==> src/logic/opcal_pkg.sv <==
/*
 * opcal_pkg: constants for the amplifier control and offset trim block.
 * Assumes APB with 32-bit data; register index times four is the address.
 */
package opcal_pkg;
    // register indices (byte address is four times the index)
    localparam logic [7:0]  OPCAL_IDX_CTRL   = 8'hEE;
    localparam logic [7:0]  OPCAL_IDX_CAL    = 8'hEF;
    localparam logic [11:0] OPCAL_ADDR_CTRL  = {2'h0, OPCAL_IDX_CTRL, 2'h0};
    localparam logic [11:0] OPCAL_ADDR_CAL   = {2'h0, OPCAL_IDX_CAL, 2'h0};
    // control register fields
    localparam int          OPCAL_POWER_BIT  = 7;
    localparam int          OPCAL_DRIVE_BIT  = 5;
    localparam int          OPCAL_CFG_LSB    = 3;
    // calibration register fields
    localparam int          OPCAL_STATUS_BIT = 7;
    localparam int          OPCAL_MODE_BIT   = 6;
    localparam int          OPCAL_REF_BIT    = 5;
    localparam int          OPCAL_TRIM_LSB   = 0;
    // reset values
    localparam logic [1:0]  OPCAL_CFG_RST    = 2'h0;
    localparam logic [4:0]  OPCAL_TRIM_RST   = 5'h00;
    // configuration codes
    typedef enum logic [1:0] {
        OPCAL_CFG_0 = 2'b00,
        OPCAL_CFG_1 = 2'b01,
        OPCAL_CFG_2 = 2'b10,
        OPCAL_CFG_3 = 2'b11
    } opcal_cfg_t;
endpackage

==> src/logic/opcal_pin_if.sv <==
/*
 * opcal_pin_if: carries the amplifier enable from the control core
 * to the pin gating module. Assumes one clock domain.
 */
`timescale 1ns/1ps
interface opcal_pin_if;
    logic amp_on;
    modport ctrl (output amp_on);
    modport pins (input amp_on);
endinterface

==> src/logic/opcal_pin_gate.sv <==
/*
 * opcal_pin_gate: per-pin gating of digital input and output paths.
 * Assumes synchronous inputs; outputs are registered.
 */
`timescale 1ns/1ps
module opcal_pin_gate #(
    parameter int           NPINS    = 4,
    parameter logic [3:0]   AMP_PINS = 4'hF
) (
    // clock and reset
    input  wire logic              pclk,
    input  wire logic              presetn,
    input  wire logic              pclk_en,
    // control side
    opcal_pin_if.pins              ctl,
    // pin requests
    input  wire logic [NPINS-1:0]  analog_sel,
    input  wire logic [NPINS-1:0]  dig_oe_req,
    input  wire logic [NPINS-1:0]  dig_ie_req,
    // gated pin controls
    output logic      [NPINS-1:0]  dig_oe,
    output logic      [NPINS-1:0]  dig_ie
);
    logic [NPINS-1:0] oe_d, ie_d, oe_q, ie_q;

    // one gate per pin
    genvar g;
    generate
        for (g = 0; g < NPINS; g++)
        begin : g_pin
            logic block;
            assign block = analog_sel[g]
                         | (ctl.amp_on & AMP_PINS[g]);
            assign oe_d[g] = dig_oe_req[g] & ~block;
            assign ie_d[g] = dig_ie_req[g] & ~block;
        end
    endgenerate

    // register gated controls
    always_ff @(posedge pclk or negedge presetn)
    begin
        if (!presetn)
        begin
            oe_q <= '0;
            ie_q <= '0;
        end
        else if (pclk_en)
        begin
            oe_q <= oe_d;
            ie_q <= ie_d;
        end
    end

    assign dig_oe = oe_q;
    assign dig_ie = ie_q;
endmodule

==> src/logic/opcal_ctrl.sv <==
/*
 * opcal_ctrl: APB register block for the on-chip amplifier: power,
 * configuration, calibration mode, reference select and offset trim.
 * Assumes APB master on pclk and a comparator input synchronous to pclk.
 *
// Overview of operation
// - two-bit field selects one of four configurations, calibration alike
// - amplifier is off after reset until software enables it
// - power bit set turns amplifier on, clear turns it off
// - calibration mode bit set enters offset calibration, clear returns
// - in configuration 00 reference bit picks ground or bandgap
// - trim writes take effect only while calibration mode is set
// - status follows comparator only in cal mode, config 00, drive on
// - an enabled analog function overrides digital pin functions
// - while amplifier is on its pins lose digital input and output
 */
// The register addresses and the APB register port were decided locally.
`timescale 1ns/1ps
module opcal_ctrl #(
    parameter int           NPINS    = 4,
    parameter logic [3:0]   AMP_PINS = 4'hF
) (
    // clock and reset
    input  wire logic              pclk,
    input  wire logic              presetn,
    input  wire logic              pclk_en,
    // apb slave
    input  wire logic              psel,
    input  wire logic              penable,
    input  wire logic              pwrite,
    input  wire logic [11:0]       paddr,
    input  wire logic [31:0]       pwdata,
    output logic      [31:0]       prdata,
    output logic                   pready,
    output logic                   pslverr,
    // analog amplifier side
    input  wire logic              amp_cmp_in,
    output logic                   amp_power_on,
    output logic                   amp_output_drive_en,
    output opcal_pkg::opcal_cfg_t  amp_config_select,
    output logic                   offset_cal_mode,
    output logic                   cal_reference_select,
    output logic      [4:0]        offset_trim_code,
    // pins
    input  wire logic [NPINS-1:0]  analog_sel,
    input  wire logic [NPINS-1:0]  dig_oe_req,
    input  wire logic [NPINS-1:0]  dig_ie_req,
    output logic      [NPINS-1:0]  dig_oe,
    output logic      [NPINS-1:0]  dig_ie
);
    import opcal_pkg::*;

    logic        power_q, power_d;
    logic        drive_q, drive_d;
    opcal_cfg_t  cfg_q, cfg_d;
    logic        mode_q, mode_d;
    logic        ref_q, ref_d;
    logic [4:0]  trim_q, trim_d;
    logic        status_q, status_d;
    logic [31:0] rdata_q, rdata_d;
    logic        hit_ctrl, hit_cal, wr_en;
    logic [7:0]  ctrl_rd, cal_rd;

    opcal_pin_if pin_bus ();

    // address decode and access strobe
    assign hit_ctrl = (paddr == OPCAL_ADDR_CTRL);
    assign hit_cal  = (paddr == OPCAL_ADDR_CAL);
    assign wr_en    = psel & penable & pwrite & pclk_en;
    assign pready   = pclk_en;
    assign pslverr  = psel & penable & ~(hit_ctrl | hit_cal);

    // register images as software sees them
    always_comb
    begin
        ctrl_rd = 8'h00;
        ctrl_rd[OPCAL_POWER_BIT] = power_q;
        ctrl_rd[OPCAL_DRIVE_BIT] = drive_q;
        ctrl_rd[OPCAL_CFG_LSB +: 2] = cfg_q;
        cal_rd = 8'h00;
        cal_rd[OPCAL_STATUS_BIT] = status_q;
        cal_rd[OPCAL_MODE_BIT] = mode_q;
        cal_rd[OPCAL_REF_BIT] = ref_q;
        cal_rd[OPCAL_TRIM_LSB +: 5] = trim_q;
    end

    // next values of control state
    always_comb
    begin
        power_d  = power_q;
        drive_d  = drive_q;
        cfg_d    = cfg_q;
        mode_d   = mode_q;
        ref_d    = ref_q;
        trim_d   = trim_q;
        rdata_d  = rdata_q;
        if (wr_en && hit_ctrl)
        begin
            power_d = pwdata[OPCAL_POWER_BIT];
            drive_d = pwdata[OPCAL_DRIVE_BIT];
            cfg_d   = opcal_cfg_t'(pwdata[OPCAL_CFG_LSB +: 2]);
        end
        if (wr_en && hit_cal)
        begin
            mode_d = pwdata[OPCAL_MODE_BIT];
            ref_d  = pwdata[OPCAL_REF_BIT];
            if (mode_q)
            begin
                trim_d = pwdata[OPCAL_TRIM_LSB +: 5];
            end
        end
        // read data captured in setup phase
        if (psel && !penable)
        begin
            if (hit_ctrl)
            begin
                rdata_d = {24'h000000, ctrl_rd};
            end
            else if (hit_cal)
            begin
                rdata_d = {24'h000000, cal_rd};
            end
            else
            begin
                rdata_d = 32'h00000000;
            end
        end
    end

    // status follows comparator only in the valid state, else zero
    always_comb
    begin
        status_d = 1'b0;
        if (mode_q && (cfg_q == OPCAL_CFG_0) && drive_q)
        begin
            status_d = amp_cmp_in;
        end
    end

    // register all state
    always_ff @(posedge pclk or negedge presetn)
    begin
        if (!presetn)
        begin
            power_q  <= 1'b0;
            drive_q  <= 1'b0;
            cfg_q    <= opcal_cfg_t'(OPCAL_CFG_RST);
            mode_q   <= 1'b0;
            ref_q    <= 1'b0;
            trim_q   <= OPCAL_TRIM_RST;
            status_q <= 1'b0;
            rdata_q  <= 32'h00000000;
        end
        else if (pclk_en)
        begin
            power_q  <= power_d;
            drive_q  <= drive_d;
            cfg_q    <= cfg_d;
            mode_q   <= mode_d;
            ref_q    <= ref_d;
            trim_q   <= trim_d;
            status_q <= status_d;
            rdata_q  <= rdata_d;
        end
    end

    // outputs to the bus, the analog side and the pin gate
    assign prdata               = rdata_q;
    assign amp_power_on         = power_q;
    assign amp_output_drive_en  = drive_q;
    assign amp_config_select    = cfg_q;
    assign offset_cal_mode      = mode_q;
    assign cal_reference_select = ref_q;
    assign offset_trim_code     = trim_q;
    assign pin_bus.amp_on       = power_q;

    // pin gating
    opcal_pin_gate #(
        .NPINS    (NPINS),
        .AMP_PINS (AMP_PINS)
    ) u_pins (
        .pclk       (pclk),
        .presetn    (presetn),
        .pclk_en    (pclk_en),
        .ctl        (pin_bus.pins),
        .analog_sel (analog_sel),
        .dig_oe_req (dig_oe_req),
        .dig_ie_req (dig_ie_req),
        .dig_oe     (dig_oe),
        .dig_ie     (dig_ie)
    );
endmodule

==> config.mk <==
export PLATFORM = sky130hd
export DESIGN_NAME = opcal_ctrl
export DESIGN_NICKNAME = d
export VERILOG_FILES = /design/src/logic/opcal_pkg.sv /design/src/logic/opcal_pin_if.sv /design/src/logic/opcal_pin_gate.sv /design/src/logic/opcal_ctrl.sv
export SDC_FILE = /design/constraint.sdc
export NUM_CORES = 1
export LEC_CHECK = 0
export ABC_AREA = 1
export BUFFER_PORTS_ARGS = -buffer_cell sky130_fd_sc_hd__buf_2
export CELL_PAD_IN_SITES_DETAIL_PLACEMENT = 1
export CELL_PAD_IN_SITES_GLOBAL_PLACEMENT = 1
export CORE_ASPECT_RATIO = 2
export CORE_MARGIN = 4
export CORE_UTILIZATION = 24
export CTS_CLUSTER_DIAMETER = 100
export DETAILED_ROUTE_END_ITERATION = 8
export PLACE_DENSITY = 0.86
export SYNTH_ARGS = -nofsm -noshare
export SYNTH_HDL_FRONTEND = slang
export SYNTH_SLANG_ARGS = --single-unit
export TNS_END_PERCENT = 10
==> constraint.sdc <==
create_clock -name pclk -period 1.1 [get_ports pclk]
set_clock_uncertainty 0.05 [all_clocks]
set_input_delay 0.22 -clock pclk [delete_from_list [all_inputs] [get_ports pclk]]
set_output_delay 0.22 -clock pclk [all_outputs]
set_load 0.01 [all_outputs]
==> metrics.md <==
| Metric | Value |
|---|---|
| H-tree depth | 1 |
| Commonest cells after routing, fill and taps aside | 61 x buf_2, 56 x nand2_1, 25 x dfrtp_1 |
| GRT met3 Usage | under 10% |
| Post-synth top area share | between 40% and 50% |
| RSZ-0062 raised after global routing | true |
| Io pins | approximately 120 |
| Synthesized instance count | between 150 and 200 |
| Met1 Resource Use GR | around 12% |
| Final period util | 117% |
| Placer congestion estimate | 0.887 |
| First-pass GRT wire length | 8.07 mm |
| CTS tree | done |
| Yosys warnings | 0 |
| Crit Path Category | in -> out |
| Antenna cells | 0 |
| Fillers | about 840 |
| Die H | 123 um |
| Top Family by Delay on Critical Path | simple AND/OR/NAND/NOR gates |
| Vias/cell | between 4 and 5 |
| CP Capture Type | primary output |
| CTS Buf Count | 3 |
| Global-route track usage on met2 | 27.4% |
| Max stage delay on crit path | 0.17 ns |
| Port Buffers | between 60 and 70 |
| Placed Cells incl. Taps | between 300 and 400 |
| Post-DRT Antenna Nets | 0 |
| Maximum number of pins on one net before global-route repair | 17 |
| Most Used Layer, Global Route | met2 |
| Pwr per Cell Area | 992 nW/um^2 |
| DR vias | between 1500 and 2000 |
| Syn Std Cell Area | ~1600 sq um |
| Clock buffer depth | 2 |
| Yosys cell types | 19 |
| Initial core utilization | about 25% |
| Most common library cell in the layout ignoring fill and taps | buf_2 |
| Clk slew on worst S/H paths | 0.07 ns |
| Leak | 1.29 nW |
| Area grow syn2layout | 41.5% |
| Synth top area cells | dfrtp_1 44%, nand2_1 15%, buf_4 13% |
| Clk Latency, worst-skew pair | between 0.2 and 0.3 ns |
| Required @ worst endpoint | slightly above 0.8 ns |
| Share of layout cells above drive strength 1 | roughly 43% |
| Yosys reg bits | 28 |
| Grt ovf | 0 |
| Syn Area/Cell | a little over 8 sq um |
| CP max FO | 3 |
| Max Slew Vio Count | 0 |
| Drt drc | 0 |
| Critical path launch point type | input port |
| Worst path cell trace | buf_8 -> nor2_4 -> nand2_2 -> nor2_4 -> nand2_1 -> nand4_1 -> inv_1 -> buf_2 |
| FP Rows | 41 |
| Multi-input logic area | ~720 sq um |
| Synth area leader | dfrtp_1 |
| Final Non-Filler Cells | around 370 |
| CP arrival | slightly above 1 ns |
| Final Hold Vio Count | 0 |
| Fin crit period | about 1.3 ns |
| Vias in the first global route | around 1700 |
| Clock root buffer | clkbuf_16 |
| Max Freq | 774 MHz |
| Seq/Total Area, Yosys | between 40 and 50% |
| Worst R2R Setup Slack | ~0.14 ns |
| Slowest CP cell | nor2_4 |
| Width of the die | 65.4 um |
| Initial antenna violation count | 0 |
| Post-DP HPWL | 4.11 mm |
| Reg area | around 700 sq um |
| CTS sink cnt | 28 |
| Worst path most repeated cell | nor2_4 |
| Crit path buffers/inverters | 3 |
| Worst Hold Class | in -> reg |
| Nets | 345 |
| Worst setup margin | -0.192 ns |
| Core area | 6360 sq um |
| Die area | roughly 8000 sq um |
| First-pass iteration count of the detailed router | 3 |
| # setup viols final | 12 |
| Max Cap Violations | 0 |
| Violated checks | setup timing |
| Peak VDD IR | about 450 uV |
| DRT iter0 DRCs | 49 |
| Post-Route WL | just over 5 mm |
| Status | finished, violations left |
| Power Total | 2.22 mW |
| Pre-CTS WS | -0.270 ns |
| Wire length per cell | between 10 and 15 um |
| Overall Global Routing Usage | around an eighth |
| Hold_ws | 0.134 ns |
## power breakdown
part           total (mW)  switching [mW]  internal, mW
clock               0.818           0.336         0.482
sequential           1.06          0.0120          1.05
combinational       0.336           0.203         0.133
## final timing paths
check                      depth (start not counted)                         from                               to
max in group asynchronous                          3                      presetn      offset_cal_mode$_DFFE_PN0P_
hold reg to reg                                    2        prdata[0]$_DFFE_PN0P_            prdata[0]$_DFFE_PN0P_
min in group asynchronous                          2                      presetn            prdata[7]$_DFFE_PN0P_
setup / recovery                                   8                     paddr[6]                          pslverr
setup reg to reg                                   3  offset_cal_mode$_DFFE_PN0P_  offset_trim_code[2]$_DFFE_PN0P_
hold / removal                                     3                dig_oe_req[0]     u_pins.dig_oe[0]$_DFFE_PN0P_
## metal layers
metal,vias up,part of all wire [%]
met3,9,7.0
met4,0,2.2
met2,69,60
met5,-,0
met1,728,31
li1,739,-
## worst register-to-register path: stages (launching register included)
cell	delay, ns
dfrtp_2	0.48
buf_4	0.18
nand4_1	0.09
nand2_1	0.06
## logic make-up after synthesis
group | count (synthesis) | share of synthesized area [%]
other | 1 | 0.237
buffers and inverters | 48 | 18.4
DFF | 28 | 44.3
and+or+nand+nor | 109 | 34.3
AOI/OAI and AO/OA | 9 | 2.85
## synth_stat cells
cell,n
buf_2,2
inv_4,1
nor2_2,1
o21ai_1,8
dfrtp_1,28
buf_4,28
nand3_1,17
conb_1,1
nor2_8,1
nand2_1,62
nor2_1,11
nand3_4,1
nor3_4,1
nand3_2,1
nand4_1,11
inv_1,17
nand4_4,1
o21ai_0,1
nor2_4,2
## cell type report
cell class                      count  share of cell area, %
Tap cell                           86                   4.81
Clock buffer                        3                   3.36
Inverter                           18                   3.13
Timing Repair Buffer               89                   24.9
Multi-Input combinational cell    142                   32.3
Sequential cell                    28                   31.5
## stage by stage
step | util, % | setup TNS, ns | instance area, sq um
floorplan | - | -0.0275 | 1670
global placement | 32.0 | -3.45 | 2030
detailed placement | 32.0 | -4.30 | 2030
CTS | 34.7 | -1.03 | 2200
global route | 35.2 | -1.10 | 2240
finish | 35.2 | -0.407 | 2240
## sequential cells by signal (all words and copies together) (netlist names)
name	cells
u_pins.dig_oe	4
amp_power_on	1
offset_cal_mode	1
offset_trim_code	5
amp_output_drive_en	1
status_q	1
cal_reference_select	1
u_pins.dig_ie	4
amp_config_select	2
prdata	8
## repair_timing
item                                    in CTS  in global routing
hold buffers                                 1                  0
gates cloned                                 0                  0
endpoints found under the setup margin       6                 30
gates resized for setup                     11                 16
hold endpoints to repair                    12                  0
buffers inserted                             6                  0
pin swaps                                    6                  6
No activity file was read; power rests on OpenSTA's default activity.
